<file path="src/inc/flash_host_pkg.sv">
// constants and types shared by the flash host controller files
package flash_host_pkg;
   // register byte offsets on the axi4-lite slave
   localparam logic [4:0] OFF_CTRL = 5'h00;
   localparam logic [4:0] OFF_ADDR = 5'h04;
   localparam logic [4:0] OFF_WDATA = 5'h08;
   localparam logic [4:0] OFF_STATUS = 5'h0c;
   localparam logic [4:0] OFF_RDATA = 5'h10;
   // control field positions
   localparam int CTRL_GO_BIT = 0;
   localparam int CTRL_KIND_LSB = 4;
   localparam int CTRL_RESET_BIT = 8;
   // status field positions
   localparam int ST_BUSY_BIT = 0;
   localparam int ST_DONE_BIT = 1;
   localparam int ST_FAIL_BIT = 2;
   localparam int ST_VPP_BIT = 3;
   localparam int ST_RDY_BIT = 4;
   // data bits of the flash status word
   localparam int POLL_BIT = 7;
   localparam int TOGGLE_BIT = 6;
   localparam int FAIL_BIT = 5;
   localparam int VPP_FLAG_BIT = 3;
   localparam int LOCK_BIT = 0;
   // reset values
   localparam logic [31:0] CTRL_RESET = 32'h0000_0000;
   localparam logic [31:0] DATA_RESET = 32'h0000_0000;
   // clock and bus cycle timing
   localparam int CLK_MHZ = 25;
   localparam int STROBE_NS = 80;
   localparam int STROBE_CYC = (STROBE_NS * CLK_MHZ + 999) / 1000;
   localparam int RESET_PULSE_NS = 500;
   localparam int RESET_PULSE_CYC = (RESET_PULSE_NS * CLK_MHZ + 999) / 1000;
   // host operation kinds
   typedef enum logic [3:0] {
      K_READ = 4'h0,
      K_WRITE = 4'h1,
      K_POLL = 4'h2,
      K_PIN_RESET = 4'h3
   } kind_t;
   // bus cycle engine phases
   typedef enum logic [3:0] {
      C_IDLE = 4'b0001,
      C_SETUP = 4'b0010,
      C_STROBE = 4'b0100,
      C_HOLD = 4'b1000
   } cyc_t;
   // controller sequence states
   typedef enum logic [4:0] {
      S_IDLE = 5'b00001,
      S_CYCLE = 5'b00010,
      S_POLL1 = 5'b00100,
      S_POLL2 = 5'b01000,
      S_RST = 5'b10000
   } seq_t;
endpackage

</file>
<file path="src/hdl/flash_bus_cycle.sv">
// one asynchronous read or write cycle on the flash pins
`timescale 1ns/100ps
module flash_bus_cycle (
   input wire logic clk,
   input wire logic rst_n,
   input wire logic start,
   input wire logic write,
   input wire logic [20:0] addr,
   input wire logic [15:0] wdata,
   input wire logic [15:0] pin_data,
   output logic done,
   output logic [15:0] rdata,
   output logic [20:0] addr_q,
   output logic [15:0] dq_out,
   output logic dq_oe_n,
   output logic ce_n,
   output logic oe_n,
   output logic we_n
);
   flash_host_pkg::cyc_t st, next_st; // cycle phase
   logic [7:0] cnt, next_cnt; // strobe width counter
   logic next_done;
   logic [15:0] next_rdata, next_dq_out;
   logic [20:0] next_addr_q;
   logic next_dq_oe_n, next_ce_n, next_oe_n, next_we_n;
   // address is set up one cycle before the strobe so the device latches it cleanly
   always_comb begin
      next_st = st;
      next_cnt = cnt;
      next_done = 1'b0;
      next_rdata = rdata;
      next_addr_q = addr_q;
      next_dq_out = dq_out;
      next_dq_oe_n = dq_oe_n;
      next_ce_n = ce_n;
      next_oe_n = oe_n;
      next_we_n = we_n;
      unique case (st)
         flash_host_pkg::C_IDLE: begin
            if (start) begin
               next_addr_q = addr;
               next_dq_out = wdata;
               next_dq_oe_n = ~write; // drive data only on writes
               next_ce_n = 1'b0;
               next_st = flash_host_pkg::C_SETUP;
            end
         end
         flash_host_pkg::C_SETUP: begin
            next_we_n = ~dq_oe_n ? 1'b0 : 1'b1;
            next_oe_n = dq_oe_n ? 1'b0 : 1'b1;
            next_cnt = 8'(flash_host_pkg::STROBE_CYC);
            next_st = flash_host_pkg::C_STROBE;
         end
         flash_host_pkg::C_STROBE: begin
            if (cnt == 8'h00) begin
               next_rdata = pin_data; // sampled after two sync stages upstream
               next_we_n = 1'b1; // rising edge latches write data
               next_oe_n = 1'b1;
               next_st = flash_host_pkg::C_HOLD;
            end else begin
               next_cnt = cnt - 8'h01;
            end
         end
         flash_host_pkg::C_HOLD: begin
            next_ce_n = 1'b1;
            next_dq_oe_n = 1'b1;
            next_done = 1'b1;
            next_st = flash_host_pkg::C_IDLE;
         end
         default: next_st = flash_host_pkg::C_IDLE;
      endcase
   end
   // register stage of the cycle engine
   always_ff @(posedge clk or negedge rst_n) begin
      if (!rst_n) begin
         st <= flash_host_pkg::C_IDLE;
         cnt <= 8'h00;
         done <= 1'b0;
         rdata <= 16'h0000;
         addr_q <= 21'h000000;
         dq_out <= 16'h0000;
         dq_oe_n <= 1'b1;
         ce_n <= 1'b1;
         oe_n <= 1'b1;
         we_n <= 1'b1;
      end else begin
         st <= next_st;
         cnt <= next_cnt;
         done <= next_done;
         rdata <= next_rdata;
         addr_q <= next_addr_q;
         dq_out <= next_dq_out;
         dq_oe_n <= next_dq_oe_n;
         ce_n <= next_ce_n;
         oe_n <= next_oe_n;
         we_n <= next_we_n;
      end
   end
endmodule

</file>
<file path="src/hdl/flash_host_ctrl.sv">
// host controller that drives a parallel nor flash from axi4-lite registers
//
// The address map and the AXI4-Lite register port were left to the implementer.
`timescale 1ns/100ps
module flash_host_ctrl (
   input wire logic CORE_CLK_IN,
   input wire logic RESET_N_IN,
   // axi4-lite slave
   input wire logic [4:0] S_AWADDR_IN,
   input wire logic S_AWVALID_IN,
   output logic S_AWREADY_OUT,
   input wire logic [31:0] S_WDATA_IN,
   input wire logic [3:0] S_WSTRB_IN,
   input wire logic S_WVALID_IN,
   output logic S_WREADY_OUT,
   output logic [1:0] S_BRESP_OUT,
   output logic S_BVALID_OUT,
   input wire logic S_BREADY_IN,
   input wire logic [4:0] S_ARADDR_IN,
   input wire logic S_ARVALID_IN,
   output logic S_ARREADY_OUT,
   output logic [31:0] S_RDATA_OUT,
   output logic [1:0] S_RRESP_OUT,
   output logic S_RVALID_OUT,
   input wire logic S_RREADY_IN,
   // flash pins
   output logic [20:0] FL_ADDR_OUT,
   input wire logic [15:0] FL_DQ_IN,
   output logic [15:0] FL_DQ_OUT,
   output logic FL_DQ_OE_N_OUT,
   output logic FL_CE_N_OUT,
   output logic FL_OE_N_OUT,
   output logic FL_WE_N_OUT,
   output logic FL_RESET_N_OUT,
   input wire logic FL_RDY_IN
);
   logic rst_s1, rst_n; // reset release synchroniser
   logic [15:0] dq_s1, dq_s2; // data input synchroniser
   logic rdy_s1, rdy_s2; // ready/busy synchroniser
   // registers of our own
   logic [31:0] ctrl, next_ctrl;
   logic [31:0] addr_r, next_addr_r;
   logic [31:0] wdata_r, next_wdata_r;
   logic [15:0] rdat, next_rdat; // last data read from flash
   logic busy, next_busy; // operation in progress
   logic done, next_done; // sticky completion flag
   logic fail, next_fail; // failure flag seen in poll
   logic vpp, next_vpp; // protect supply flag seen in poll
   // axi bookkeeping
   logic aw_got, next_aw_got, w_got, next_w_got;
   logic [4:0] aw_q, next_aw_q;
   logic [31:0] w_q, next_w_q;
   logic [3:0] ws_q, next_ws_q;
   logic awr, next_awr, wr, next_wr, bv, next_bv, arr, next_arr, rv, next_rv;
   logic [1:0] br, next_br, rr, next_rr;
   logic [31:0] rd, next_rd;
   // sequencer
   flash_host_pkg::seq_t sq, next_sq;
   logic [7:0] rcnt, next_rcnt; // reset pulse counter
   logic [15:0] first_rd, next_first_rd; // first poll sample
   logic frst, next_frst; // flash reset pin level
   logic cyc_start, next_cyc_start, cyc_write, next_cyc_write;
   logic cyc_done;
   logic [15:0] cyc_rdata;
   logic [20:0] cyc_addr;
   logic [15:0] cyc_dq;
   logic cyc_dq_oe_n, cyc_ce_n, cyc_oe_n, cyc_we_n;
   logic wr_fire; // a complete register write
   logic go; // software starts an operation
   // reset release and pin synchronisers
   always_ff @(posedge CORE_CLK_IN or negedge RESET_N_IN) begin
      if (!RESET_N_IN) begin
         rst_s1 <= 1'b0;
         rst_n <= 1'b0;
      end else begin
         rst_s1 <= 1'b1;
         rst_n <= rst_s1;
      end
   end
   // only the second stage is read by logic
   always_ff @(posedge CORE_CLK_IN or negedge rst_n) begin
      if (!rst_n) begin
         dq_s1 <= 16'h0000;
         dq_s2 <= 16'h0000;
         rdy_s1 <= 1'b1;
         rdy_s2 <= 1'b1;
      end else begin
         dq_s1 <= FL_DQ_IN;
         dq_s2 <= dq_s1;
         rdy_s1 <= FL_RDY_IN;
         rdy_s2 <= rdy_s1;
      end
   end
   assign wr_fire = aw_got && w_got && !bv;
   assign go = wr_fire && (aw_q == flash_host_pkg::OFF_CTRL) && ws_q[0]
      && w_q[flash_host_pkg::CTRL_GO_BIT] && !busy;
   // axi4-lite slave: address and data taken in either order, one response after both
   always_comb begin
      next_aw_got = aw_got;
      next_w_got = w_got;
      next_aw_q = aw_q;
      next_w_q = w_q;
      next_ws_q = ws_q;
      next_awr = !aw_got && !awr;
      next_wr = !w_got && !wr;
      next_bv = bv;
      next_br = br;
      next_arr = !rv && !arr;
      next_rv = rv;
      next_rr = rr;
      next_rd = rd;
      next_ctrl = ctrl;
      next_addr_r = addr_r;
      next_wdata_r = wdata_r;
      if (S_AWVALID_IN && awr) begin
         next_aw_got = 1'b1;
         next_aw_q = S_AWADDR_IN;
         next_awr = 1'b0;
      end
      if (S_WVALID_IN && wr) begin
         next_w_got = 1'b1;
         next_w_q = S_WDATA_IN;
         next_ws_q = S_WSTRB_IN;
         next_wr = 1'b0;
      end
      if (wr_fire) begin
         next_bv = 1'b1;
         next_br = 2'b00;
         next_aw_got = 1'b0;
         next_w_got = 1'b0;
         // writes while an operation runs are ignored to keep the pins stable
         if (busy && aw_q != flash_host_pkg::OFF_STATUS) begin
            next_br = 2'b10;
         end else begin
            unique case (aw_q)
               flash_host_pkg::OFF_CTRL: if (ws_q[0]) next_ctrl = w_q;
               flash_host_pkg::OFF_ADDR: next_addr_r = w_q;
               flash_host_pkg::OFF_WDATA: next_wdata_r = w_q;
               flash_host_pkg::OFF_STATUS: next_br = 2'b00; // clears done below
               default: next_br = 2'b10; // unmapped
            endcase
         end
      end
      if (bv && S_BREADY_IN) next_bv = 1'b0;
      if (S_ARVALID_IN && arr) begin
         next_arr = 1'b0;
         next_rv = 1'b1;
         next_rr = 2'b00;
         unique case (S_ARADDR_IN)
            flash_host_pkg::OFF_CTRL: next_rd = ctrl;
            flash_host_pkg::OFF_ADDR: next_rd = addr_r;
            flash_host_pkg::OFF_WDATA: next_rd = wdata_r;
            flash_host_pkg::OFF_STATUS:
               next_rd = {27'h0, !rdy_s2, vpp, fail, done, busy};
            flash_host_pkg::OFF_RDATA: next_rd = {16'h0000, rdat};
            default: begin
               next_rd = 32'h0000_0000;
               next_rr = 2'b10;
            end
         endcase
      end
      if (rv && S_RREADY_IN) next_rv = 1'b0;
   end
   // axi register stage
   always_ff @(posedge CORE_CLK_IN or negedge rst_n) begin
      if (!rst_n) begin
         aw_got <= 1'b0;
         w_got <= 1'b0;
         aw_q <= 5'h00;
         w_q <= 32'h0000_0000;
         ws_q <= 4'h0;
         awr <= 1'b0;
         wr <= 1'b0;
         bv <= 1'b0;
         br <= 2'b00;
         arr <= 1'b0;
         rv <= 1'b0;
         rr <= 2'b00;
         rd <= 32'h0000_0000;
         ctrl <= flash_host_pkg::CTRL_RESET;
         addr_r <= flash_host_pkg::DATA_RESET;
         wdata_r <= flash_host_pkg::DATA_RESET;
      end else begin
         aw_got <= next_aw_got;
         w_got <= next_w_got;
         aw_q <= next_aw_q;
         w_q <= next_w_q;
         ws_q <= next_ws_q;
         awr <= next_awr;
         wr <= next_wr;
         bv <= next_bv;
         br <= next_br;
         arr <= next_arr;
         rv <= next_rv;
         rr <= next_rr;
         rd <= next_rd;
         ctrl <= next_ctrl;
         addr_r <= next_addr_r;
         wdata_r <= next_wdata_r;
      end
   end
   // sequencer: single bus cycles, toggle polling, and reset pulses
   always_comb begin
      next_sq = sq;
      next_busy = busy;
      next_done = done;
      next_fail = fail;
      next_vpp = vpp;
      next_rdat = rdat;
      next_rcnt = rcnt;
      next_first_rd = first_rd;
      next_frst = frst;
      next_cyc_start = 1'b0;
      next_cyc_write = cyc_write;
      // software write to status clears done when not busy; completion in the same cycle wins
      if (wr_fire && aw_q == flash_host_pkg::OFF_STATUS && !busy) next_done = 1'b0;
      unique case (sq)
         flash_host_pkg::S_IDLE: begin
            if (go) begin
               next_busy = 1'b1;
               if (next_ctrl[flash_host_pkg::CTRL_KIND_LSB +: 4]
                  == flash_host_pkg::K_PIN_RESET) begin
                  // pin reset unlocks sectors and aborts programs
                  next_frst = 1'b0;
                  next_rcnt = 8'(flash_host_pkg::RESET_PULSE_CYC);
                  next_sq = flash_host_pkg::S_RST;
               end else begin
                  // software issues lock and exit commands as single writes
                  next_cyc_write = (w_q[flash_host_pkg::CTRL_KIND_LSB +: 4]
                     == flash_host_pkg::K_WRITE);
                  next_cyc_start = 1'b1;
                  next_fail = 1'b0;
                  next_vpp = 1'b0;
                  next_sq = (w_q[flash_host_pkg::CTRL_KIND_LSB +: 4]
                     == flash_host_pkg::K_POLL) ? flash_host_pkg::S_POLL1
                     : flash_host_pkg::S_CYCLE;
               end
            end
         end
         flash_host_pkg::S_CYCLE: begin
            if (cyc_done) begin
               next_rdat = cyc_rdata;
               next_busy = 1'b0;
               next_done = 1'b1;
               next_sq = flash_host_pkg::S_IDLE;
            end
         end
         flash_host_pkg::S_POLL1: begin
            if (cyc_done) begin
               next_first_rd = cyc_rdata;
               next_cyc_write = 1'b0;
               next_cyc_start = 1'b1;
               next_sq = flash_host_pkg::S_POLL2;
            end
         end
         flash_host_pkg::S_POLL2: begin
            if (cyc_done) begin
               next_rdat = cyc_rdata;
               // bit 6 still toggling means the operation is busy
               if (first_rd[flash_host_pkg::TOGGLE_BIT]
                  != cyc_rdata[flash_host_pkg::TOGGLE_BIT]) begin
                  // failure and supply flags are rechecked with the toggle
                  if (cyc_rdata[flash_host_pkg::FAIL_BIT]
                     || cyc_rdata[flash_host_pkg::VPP_FLAG_BIT]) begin
                     next_fail = cyc_rdata[flash_host_pkg::FAIL_BIT];
                     next_vpp = cyc_rdata[flash_host_pkg::VPP_FLAG_BIT];
                     next_busy = 1'b0;
                     next_done = 1'b1;
                     next_sq = flash_host_pkg::S_IDLE;
                  end else begin
                     next_cyc_start = 1'b1;
                     next_sq = flash_host_pkg::S_POLL1;
                  end
               end else begin
                  next_fail = cyc_rdata[flash_host_pkg::FAIL_BIT];
                  next_vpp = cyc_rdata[flash_host_pkg::VPP_FLAG_BIT];
                  next_busy = 1'b0;
                  next_done = 1'b1;
                  next_sq = flash_host_pkg::S_IDLE;
               end
            end
         end
         flash_host_pkg::S_RST: begin
            if (rcnt == 8'h00) begin
               next_frst = 1'b1;
               next_busy = 1'b0;
               next_done = 1'b1;
               next_sq = flash_host_pkg::S_IDLE;
            end else begin
               next_rcnt = rcnt - 8'h01;
            end
         end
         default: next_sq = flash_host_pkg::S_IDLE;
      endcase
   end
   // sequencer register stage
   always_ff @(posedge CORE_CLK_IN or negedge rst_n) begin
      if (!rst_n) begin
         sq <= flash_host_pkg::S_IDLE;
         busy <= 1'b0;
         done <= 1'b0;
         fail <= 1'b0;
         vpp <= 1'b0;
         rdat <= 16'h0000;
         rcnt <= 8'h00;
         first_rd <= 16'h0000;
         frst <= 1'b1;
         cyc_start <= 1'b0;
         cyc_write <= 1'b0;
      end else begin
         sq <= next_sq;
         busy <= next_busy;
         done <= next_done;
         fail <= next_fail;
         vpp <= next_vpp;
         rdat <= next_rdat;
         rcnt <= next_rcnt;
         first_rd <= next_first_rd;
         frst <= next_frst;
         cyc_start <= next_cyc_start;
         cyc_write <= next_cyc_write;
      end
   end
   // pin timing engine
   flash_bus_cycle u_cycle (
      .clk(CORE_CLK_IN),
      .rst_n(rst_n),
      .start(cyc_start),
      .write(cyc_write),
      .addr(addr_r[20:0]),
      .wdata(wdata_r[15:0]),
      .pin_data(dq_s2),
      .done(cyc_done),
      .rdata(cyc_rdata),
      .addr_q(cyc_addr),
      .dq_out(cyc_dq),
      .dq_oe_n(cyc_dq_oe_n),
      .ce_n(cyc_ce_n),
      .oe_n(cyc_oe_n),
      .we_n(cyc_we_n)
   );
   assign FL_ADDR_OUT = cyc_addr;
   assign FL_DQ_OUT = cyc_dq;
   assign FL_DQ_OE_N_OUT = cyc_dq_oe_n;
   assign FL_CE_N_OUT = cyc_ce_n;
   assign FL_OE_N_OUT = cyc_oe_n;
   assign FL_WE_N_OUT = cyc_we_n;
   assign FL_RESET_N_OUT = frst;
   assign S_AWREADY_OUT = awr;
   assign S_WREADY_OUT = wr;
   assign S_BVALID_OUT = bv;
   assign S_BRESP_OUT = br;
   assign S_ARREADY_OUT = arr;
   assign S_RVALID_OUT = rv;
   assign S_RRESP_OUT = rr;
   assign S_RDATA_OUT = rd;
endmodule

</file>
<file path="config.mk">
export PLATFORM = sky130hd
export DESIGN_NAME = flash_host_ctrl
export DESIGN_NICKNAME = d
export VERILOG_FILES = /design/src/inc/flash_host_pkg.sv /design/src/hdl/flash_bus_cycle.sv /design/src/hdl/flash_host_ctrl.sv
export SDC_FILE = /design/constraint.sdc
export NUM_CORES = 1
export LEC_CHECK = 0
export BUFFER_PORTS_ARGS = -buffer_cell sky130_fd_sc_hd__buf_2
export CORE_AREA = 5 5 156 158
export CTS_CLUSTER_DIAMETER = 40
export DETAILED_ROUTE_END_ITERATION = 8
export DIE_AREA = 0 0 161 163
export GPL_TIMING_DRIVEN = 0
export HOLD_SLACK_MARGIN = 0.05
export PLACE_DENSITY = 0.83
export SYNTH_ARGS = -nofsm -noshare
export SYNTH_HDL_FRONTEND = slang
export SYNTH_SLANG_ARGS = --single-unit
export TNS_END_PERCENT = 50
</file>
<file path="constraint.sdc">
create_clock -name CORE_CLK_IN -period 10.51 [get_ports CORE_CLK_IN]
set_input_delay 2.102 -clock CORE_CLK_IN [delete_from_list [all_inputs] [get_ports CORE_CLK_IN]]
set_output_delay 2.102 -clock CORE_CLK_IN [all_outputs]
set_load 0.02 [all_outputs]
</file>
==> flow_summary.ini, run 1 <==
[timing]
tightest_slew_ps = 875
period_share = 0.363
setup_viol_count_final = 0
period_minus_slack_ps = 3820
final_max_slew_viol_count = 0
whs_ps = 300
rsz0062_at_grt = false
maxSlewHeadroom = 0.417
setup_ws_ps = 6690
fin_skew_ps = 28.7
hold_violations = 0
max_freq_mhz = 262

[floorplanning]
rows = 56
io_pins = 153
start_util = 0.564
die_w_um = 161
die_area_um2 = 26200
coreArea_um2 = 23000
die_y_um = 163

[logic_synthesis]
synth_seq_cells = 318
yosys.area_share.simple = 0.0947
synthTopCellsByCount = dfrtp_1, mux2_2, nand2_1, o21ai_0, nor2_1
synth_area_leaders = dfrtp_1, mux2_2, nand2_1
synth_area_per_cell_um2 = 13.2
synth_top_family_by_area = multiplexers
synth_top_cell_by_area = dfrtp_1
synthMostInstantiatedCell = dfrtp_1
syn_area_um2 = 13000
synth_cell_types = 70
yosys_warnings = 0
postSynth.asyncResetShare = 1.00
synth_ff_type = dfrtp_1
synthAdderAreaFrac = 0.00289
netlist_instances = 984
muxShareOfSynthArea = 0.191
synth_compound_area_frac = 0.0666
ys_seq_area_frac = 0.615
synth-xor-area-share = 0.00540
synth_edf_count = 0
synth_top_area_frac = 0.596

[cts]
tritoncts = built
cts_max_level = 2
ctsRootBufferMaster = clkbuf_16
cts.sinks = 318
clockBufferDepth = 3
cts_hold_buf = 0
ctsResizeCount = 0
postCtsSetupBuffers = 0
insertion_delay_ps = 520
numCtsBuffers = 38
clkTransAtPathRegs_ps = 60

[worst_setup_path]
critPathMaxStageDelay_ps = 570
worstPathArrival_ps = 4190
worstPathCellList = clkbuf_1 -> nor3_1 -> and3b_1 -> clkbuf_1 -> buf_2 -> a222oi_1 -> o21ai_0
slowest_stage = a222oi_1
worst_setup_path_start_kind = input port
endpoint_kind = flop
required_ps = 10880
path_common_cell = clkbuf_1
cp_max_fo = 10
crit_type = in2reg

[final_layout]
area_growth_syn_to_layout_pct = 20.6
post-route-util = 0.680
fill_cells = 1508
fin_area_um2 = 15600
drive_above_1_share = 0.381
final_nets = 1248

[job]
drv_cap = 0

[global_routing]
grt_overflow_total = 0
grt_max_degree = 73
grt_pass1_wl_um = 50700
grt_pass1_vias = 9555
grt_usage = 0.242
antenna_found_initial = 1

[pwr]
power.switching_mw = 0.909
p_int_mw = 2.57
p_total_mw = 3.48
cellLeakagePower_nw = 7.91
peakVddDrop_mv = 0.116
p_clk_frac = 0.419
pwr-share-seq = 0.455
pwr-share-comb = 0.126
power_density_nw_per_um2 = 222
netSwitchingFraction = 0.262

[place]
preCtsSetupSlack_ps = 6320
portBuffers = 145
postPlaceCellArea_um2 = 14200
gp_congestion = 0.923
hpwl_um = 20700

[detailed_routing]
drt_iter0_markers = 815
totalWireLength_um = 31300
vias = 8710
antenna_left = 0
vias_per_cell = 5.83
routedWlPerCell_um = 20.9
dr.pass1.iters = 6
route.detailed.drc = 0

[hold_path]
hold_path_class = reg2async

[status]
status = finished clean
-- critical path: cells and delay by family --
family / cells / cell delay (ps)
AND/OR/NAND/NOR: 2 / 390
buffers and inverters: 3 / 970
AO/OA/AOI/OAI: 2 / 730
-- routing by layer --
metal,share of wire,GRT usage
met4,0.035,0.100
met5,0.00022,0
met3,0.071,0.0526
met1,0.39,0.301
met2,0.50,0.416
-- sequential cells by signal, summed over array words and instances (netlist names), 16 cells and up --
register	cells
wdata_r	32
u_cycle.rdata	16
ctrl	32
dq_s1	16
addr_r	32
u_cycle.dq_out	16
dq_s2	16
w_q	32
rdat	16
u_cycle.addr_q	21
S_RDATA_OUT	32
-- power by group through the flow --
| stage | combinational [mW] | sequential, mW | clock (mW) |
|---|---|---|---|
| 3_5_place_dp | 0.427 | 1.59 | 0 |
| 5_1_grt | 0.475 | 1.60 | 1.53 |
| 6_report | 0.438 | 1.58 | 1.46 |
| 3_3_place_gp | 0.380 | 1.60 | 0 |
| 4_1_cts | 0.439 | 1.58 | 1.47 |
| 2_1_floorplan | 0.291 | 1.56 | 0 |
-- through the flow --
step,cells,TNS [ps]
floorplan,985,0
global placement,1420,-615390
detailed placement,1425,0
CTS,1493,0
global route,1493,0
finish,1495,0
-- cells in the final DEF, fill, tap and decap left out, drive strengths merged, types with 6 or more instances in the layout --
master and instances:
dfrtp 309, mux2 194, buf 171, nand2 138
clkbuf 75, o21ai 47, nor2 36, mux2i 22
inv 20, a22o 16, a21oi 14, nand3 14
a222oi 11, dfstp 9, nor3 9, bufinv 9
nor2b 7, nor4 7, a31oi 6
-- logic make-up after synthesis --
kind of cell | Yosys count
XOR/XNOR | 8
flip-flops | 318
other | 2
buffers and inverters | 64
adder cells (fa/ha/maj) | 3
AND/OR/NAND/NOR | 251
AO/OA/AOI/OAI | 122
multiplexers | 216
-- layout make-up --
| cell class | instances | area (µm²) | share of cell area |
|---|---|---|---|
| sequential | 318 | 7970 | 0.510 |
| tap | 290 | 363 | 0.0232 |
| timing repair buffer | 150 | 863 | 0.0552 |
| inverter | 13 | 48.8 | 0.00312 |
| buffer | 51 | 264 | 0.0169 |
| antenna | 2 | 5.00 | 0.000320 |
| clock inverter | 23 | 388 | 0.0248 |
| clock buffer | 45 | 1040 | 0.0664 |
| multi-input combinational | 603 | 4690 | 0.300 |
-- path summary, 6_finish.rpt --
path | start | slack, ps | cells past startpoint | end
max | S_ARADDR_IN[4] | 6690 | 7 | S_RDATA_OUT[15]$_DFFE_PN0P_
min | rst_n$_DFF_PN0_ | 300 | 0 | w_q[29]$_DFFE_PN0P_
max reg2reg | sq[3]$_DFFE_PN0P_ | 8060 | 6 | cyc_write$_DFFE_PN0P_
min reg2reg | rst_n$_DFF_PN0_ | 300 | 0 | w_q[29]$_DFFE_PN0P_
max in group asynchronous | RESET_N_IN | 9020 | 1 | rst_n$_DFF_PN0_
min in group CORE_CLK_IN | dq_s1[3]$_DFF_PN0_ | 340 | 0 | dq_s2[3]$_DFF_PN0_
No activity file was read; power rests on OpenSTA's default activity.
==> run 2, diff against run 1 <==
==> constraint.sdc (replaced) <==
create_clock -name CORE_CLK_IN -period 3.94 [get_ports CORE_CLK_IN]
set_input_delay 0.788 -clock CORE_CLK_IN [delete_from_list [all_inputs] [get_ports CORE_CLK_IN]]
set_output_delay 0.788 -clock CORE_CLK_IN [all_outputs]
set_load 0.02 [all_outputs]
==> run 2 against run 1 <==
  * Clock power grew to 2.6 times the previous value
  * Count of clock-buffer cells in the layout grew 3
  * Clock skew shrank 2.3 ps
  * Final cell count grew 0.13%
  * First-iteration DRC count shrank 22%
  * Critical path depth shrank 2
  * Combinational power grew to 2.6 times the previous value
  * Critical path type unchanged
==> flow_summary.ini, run 2 (synthesis gave the netlist of run 1 again) <==
[timing]
max_freq_mhz = 416
hold_violations = 0
rsz0062_at_grt = false
tightest_slew_ps = 875
setup_ws_ps = 1540
maxSlewHeadroom = 0.415
setup_viol_count_final = 0
period_share = 0.610
whs_ps = 288
final_max_slew_viol_count = 0
fin_skew_ps = 26.4
period_minus_slack_ps = 2400

[final_layout]
antenna_cells = 0
drive_above_1_share = 0.382
layout.cells.non_filler = 1497
final_common_cell = dfrtp_1
multiInputGateArea_um2 = 4690
final_nets = 1250
final_cell_mix = dfrtp_1, mux2_2, buf_2, nand2_1, o21ai_0
area_growth_syn_to_layout_pct = 20.5
fill_cells = 1563
seqCellArea_um2 = 7970

[worst_setup_path]
critPathMaxStageDelay_ps = 620
path_common_cell = clkbuf_1
crit_type = in2reg
worstPathCellList = clkbuf_1 -> clkbuf_1 -> mux2_2 -> a222oi_1 -> o21ai_0
required_ps = 4320
worstPathArrival_ps = 2780
slowest_stage = clkbuf_1
reg2reg_slack_ps = 1620
reg2reg_from = sq[3]$_DFFE_PN0P_
endpoint_kind = flop
worstSetupStartpoint = S_ARADDR_IN[4]
cp_max_fo = 10
worst_setup_path_start_kind = input port

[detailed_routing]
antenna_left = 0
routedWlPerCell_um = 20.4
totalWireLength_um = 30500
route.detailed.drc = 0
vias_per_cell = 5.81
drt_iter0_markers = 635
vias = 8705
dr.pass1.iters = 6

[place]
portBuffers = 145
preCtsSetupSlack_ps = 1080
dp_cells = 1425
hpwl_um = 20100
gp_congestion = 0.906

[floorplanning]
start_util = 0.564
rows = 56
coreArea_um2 = 23000
io_pins = 153
die_y_um = 163
die_area_um2 = 26200
die_w_um = 161

[global_routing]
grt_overflow_total = 0
grt_pass1_vias = 9338
antenna_found_initial = 0
grt_usage = 0.239
grt_pass1_wl_um = 50300
grt_max_degree = 76

[pwr]
p_total_mw = 9.17
power_density_nw_per_um2 = 587
peakVddDrop_mv = 0.315
cellLeakagePower_nw = 7.91

[cts]
ctsResizeCount = 0
clockBufferDepth = 3
cts.sinks = 318
tritoncts = built
numCtsBuffers = 39
ctsRootBufferMaster = clkbuf_16
cts_max_level = 2
clkTransAtPathRegs_ps = 60
insertion_delay_ps = 520

[hold_path]
hold_path_class = reg2async

[job]
drv_cap = 0

[status]
status = finished clean
[run 2: cell types whose count changed in the layout (fill, tap and decap cells not counted)]
cell | previous run | this run
bufinv_16 | 9 | 6
clkbuf_8 | 4 | 6
clkinv_2 | 2 | 4
diode_2 | 2 | 0
clkbuf_16 | 39 | 40
clkinv_8 | 0 | 1
dlygate4sd3_1 | 0 | 1
inv_6 | 4 | 3
inv_8 | 3 | 4
[run 2: critical path: cells and delay by family]
family,cells,cell delay (ps)
multiplexers,1,420
AO/OA/AOI/OAI,2,460
buffers and inverters,2,1110
[run 2: power breakdown]
part	internal, mW	switching, mW
sequential	3.75	0.450
clock	2.40	1.42
combinational	0.593	0.555
[run 2: layout make-up]
cell class,instances,share of cell area
clock buffers,48,0.0698
multi-input cells,603,0.300
inverters,13,0.00312
flip-flops and latches,318,0.510
repair buffers,151,0.0559
well taps,290,0.0232
plain buffers,51,0.0169
clock inverters,23,0.0209
[run 2: through the flow]
stage | util | TNS [ps] | area (µm²)
final | 0.680 | 0 | 15600
after global routing | 0.680 | 0 | 15600
after CTS | 0.680 | 0 | 15600
after detailed placement | 0.618 | 0 | 14200
after global placement | 0.612 | -48550 | 14100
after floorplan | - | 0 | 13000
[run 2: repair_timing]
item                      in CTS  in global routing
hold endpoints to repair       2                  0
setup buffers                  0                  0
hold buffers                   1                  0
[run 2: worst paths after layout]
| check | to | cells after the start |
|---|---|---|
| setup reg to reg | cyc_write$_DFFE_PN0P_ | 6 |
| max in group asynchronous | S_RDATA_OUT[12]$_DFFE_PN0P_ | 3 |
| hold reg to reg | aw_got$_DFFE_PN0P_ | 0 |
| setup / recovery | S_RDATA_OUT[10]$_DFFE_PN0P_ | 5 |
| hold / removal | aw_got$_DFFE_PN0P_ | 0 |
| min in group CORE_CLK_IN | rst_n$_DFF_PN0_ | 0 |
[run 2: routing by layer]
metal	GRT usage	up-vias	share of wire
li1	-	3869	-
met4	0.0923	0	0.031
met3	0.0458	82	0.061
met1	0.307	4445	0.40
met2	0.406	309	0.51
met5	0	-	0
==> run 3, diff against run 2 <==
--- a/config.mk
+++ b/config.mk
@@ -5,14 +5,15 @@
 export SDC_FILE = /design/constraint.sdc
 export NUM_CORES = 1
 export LEC_CHECK = 0
+export ABC_AREA = 1
 export BUFFER_PORTS_ARGS = -buffer_cell sky130_fd_sc_hd__buf_2
-export CORE_AREA = 5 5 156 158
+export CORE_AREA = 5 5 163 165
 export CTS_CLUSTER_DIAMETER = 40
 export DETAILED_ROUTE_END_ITERATION = 8
-export DIE_AREA = 0 0 161 163
+export DIE_AREA = 0 0 168 170
 export GPL_TIMING_DRIVEN = 0
 export HOLD_SLACK_MARGIN = 0.05
-export PLACE_DENSITY = 0.83
+export PLACE_DENSITY = 0.78
 export SYNTH_ARGS = -nofsm -noshare
 export SYNTH_HDL_FRONTEND = slang
 export SYNTH_SLANG_ARGS = --single-unit
==> constraint.sdc (replaced) <==
create_clock -name CORE_CLK_IN -period 1.92 [get_ports CORE_CLK_IN]
set_input_delay 0.384 -clock CORE_CLK_IN [delete_from_list [all_inputs] [get_ports CORE_CLK_IN]]
set_output_delay 0.384 -clock CORE_CLK_IN [all_outputs]
set_load 0.02 [all_outputs]
==> run 3 against run 2 <==
  * Largest cell class unchanged
  * Global-route usage fell by 0.52 points
  * Via count is 16% higher
  * Hold slack got worse by 230 ps
  * Die area rose by 8.8%
  * Sequential power grew 85%
  * Power up 100%
  * Non-clock buffer count grew 32
  * Highest routed layer unchanged
  * Sequential share of layout area down 0.77 points
  * Worst setup slack got worse by 1500 ps
  * Synthesized area down 2.3%
  * Register-to-register slack got worse by 1600 ps
==> flow_summary.ini, run 3 <==
[global_routing]
grt_overflow_total = 0
grt_pass1_wl_um = 53700
grt_usage = 0.234
grt_max_degree = 73
grt_pass1_vias = 10200
antenna_found_initial = 0

[floorplanning]
die_y_um = 170
die_w_um = 168
start_util = 0.509
die_area_um2 = 28600
rows = 58
coreArea_um2 = 24900
io_pins = 153

[worst_setup_path]
crit_family = flip-flops
reg2reg_from = u_cycle.st[0]$_DFFE_PN1P_
worstPathCellList = inv_1 -> nor2_1 -> nand2_1 -> nor2_4 -> buf_2 -> mux2_2
reg2regPathDepth = 6
crit_type = reg2reg
worstPathArrival_ps = 2300
worstSetupStartpoint = u_cycle.st[0]$_DFFE_PN1P_
worst_setup_path_start_kind = flop
endpoint = u_cycle.dq_out[14]$_DFFE_PN0P_
crit_cells = 6
reg2reg_slack_ps = 40
endpoint_kind = flop
critPathMaxStageDelay_ps = 530
crit_buf_inv = 2
cp_max_fo = 10
required_ps = 2330
slowest_stage = dfstp_2
r2r_end = u_cycle.dq_out[14]$_DFFE_PN0P_

[logic_synthesis]
ys_seq_area_frac = 0.629
synth_top_area_frac = 0.610
synth_ff_type = dfrtp_1
synthMostInstantiatedCell = nand2_1
postSynth.asyncResetShare = 1.00
synth_area_per_cell_um2 = 9.75
synthTopCellsByCount = nand2_1, dfrtp_1, o21ai_0, inv_1, nand3_1
yosys_warnings = 0
synth_area_leaders = dfrtp_1, nand2_1, o21ai_0
netlist_instances = 1299
syn_area_um2 = 12700
synth_seq_cells = 318
synth_cell_types = 45
synth_edf_count = 0
synth_top_cell_by_area = dfrtp_1

[timing]
setup_viol_count_final = 0
setup_tns_ps = 0
rsz0062_at_grt = true
final_max_slew_viol_count = 0
tightest_slew_ps = 695
hold_violations = 0
max_freq_mhz = 531
fin_skew_ps = 16.1
maxSlewHeadroom = 0.537
period_minus_slack_ps = 1880
period_share = 0.980

[job]
drv_cap = 0

[detailed_routing]
drt_iter0_markers = 835
wl_met2_um = 15800
totalWireLength_um = 33400
vias_per_cell = 5.34
antenna_left = 0
routedWlPerCell_um = 17.7
vias = 10100
drt-met1-wl_um = 13500
wl_met3_um = 2850
highest_layer = met4
route.detailed.drc = 0
dr.pass1.iters = 5

[pwr]
pwr-share-comb = 0.109
netSwitchingFraction = 0.264
peakVddDrop_mv = 0.673
p_clk_frac = 0.471
power.switching_mw = 4.87
cellLeakagePower_nw = 7.99
pwr-share-seq = 0.420
p_total_mw = 18.4
p_int_mw = 13.6
power_density_nw_per_um2 = 1160

[cts]
clkTransAtPathRegs_ps = 60
ctsRootBufferMaster = clkbuf_16
numCtsBuffers = 41
cts_max_level = 2
insertion_delay_ps = 530
tritoncts = built
cts.sinks = 318
clockBufferDepth = 3

[final_layout]
antenna_cells = 0
layout.cells.non_filler = 1885
fin_area_um2 = 15900
post-route-util = 0.638
drive_above_1_share = 0.230
final_cell_mix = nand2_1, dfrtp_1, o21ai_0, buf_2, inv_1
area_growth_syn_to_layout_pct = 25.3
final_nets = 1596
final_common_cell = nand2_1

[hold_path]
hold_path_class = in2reg

[place]
hpwl_um = 22500
portBuffers = 147
dp_cells = 1781
postPlaceCellArea_um2 = 13900
gp_congestion = 0.912

[status]
status = finished clean
[run 3: cell count changes after synthesis, moves of 14 or more]
cell     delta
inv_1      +95
mux2_2    -139
mux2_4     -20
mux2i_1    -22
nand2_1   +243
nand2_2    +14
nand3_1    +36
o21ai_0   +142
[run 3: cell type report]
type	instances	area, µm²
plain buffers	54	267
clock buffers	49	1130
clock inverters	26	450
fillers	1876	9020
inverters	109	409
multi-input cells	819	4090
flip-flops and latches	318	7970
well taps	330	413
repair buffers	180	1140
[run 3: how the worst min path moves through the flow]
stage          cells past startpoint      startpoint  slack [ps]                   to
6_report                           3  S_WDATA_IN[18]          60  w_q[18]$_DFFE_PN0P_
5_1_grt                            3  S_WDATA_IN[20]          70  w_q[20]$_DFFE_PN0P_
4_1_cts                            3  S_WDATA_IN[18]          50  w_q[18]$_DFFE_PN0P_
3_5_place_dp                       1      RESET_N_IN         170     rst_s1$_DFF_PN0_
3_3_place_gp                       1      RESET_N_IN         170     rst_s1$_DFF_PN0_
2_1_floorplan                      0      RESET_N_IN          90     rst_s1$_DFF_PN0_
[run 3: cell families after synthesis]
group,after synthesis,synth area share
AND/OR/NAND/NOR,530,0.179
flip-flops,318,0.629
AO/OA/AOI/OAI,242,0.101
buffers and inverters,163,0.0519
multiplexers,35,0.0311
XOR/XNOR,6,0.00415
adder cells (fa/ha/maj),3,0.00296
other,2,0.000593
[run 3: worst min-delay path: stages]
cell and delay [ps]:
buf_2 70, nand2_1 40, o21ai_0 50
[run 3: metrics by stage]
step	hold WS, ps	worst slack (ps)
floorplan	88.4	-1230
global placement	170	-2230
detailed placement	170	-356
CTS	52.8	10.0
global route	74.5	-29.0
finish	62.5	38.4
[run 3: per-layer routing]
layer,track usage,up-vias
met5,0,-
met4,0.0946,0
met3,0.0439,77
met2,0.372,458
met1,0.321,4880
li1,-,4654
[run 3: power by group through the flow]
stage	clock network, mW	logic, mW	registers [mW]
final	8.69	2.01	7.75
after global routing	9.08	2.25	7.81
after CTS	8.75	1.89	7.74
after detailed placement	0	1.80	7.84
after global placement	0	1.61	7.91
after floorplan	0	0.989	7.91
[run 3: timing repair]
| action | 4_1_cts | 5_1_grt |
|---|---|---|
| endpoints found under the hold margin | 22 | 0 |
| pin swaps | 1 | 2 |
| setup buffers | 1 | 7 |
| hold buffers | 21 | 0 |
| endpoints found under the setup margin | 145 | 194 |
| resized for setup | 14 | 13 |
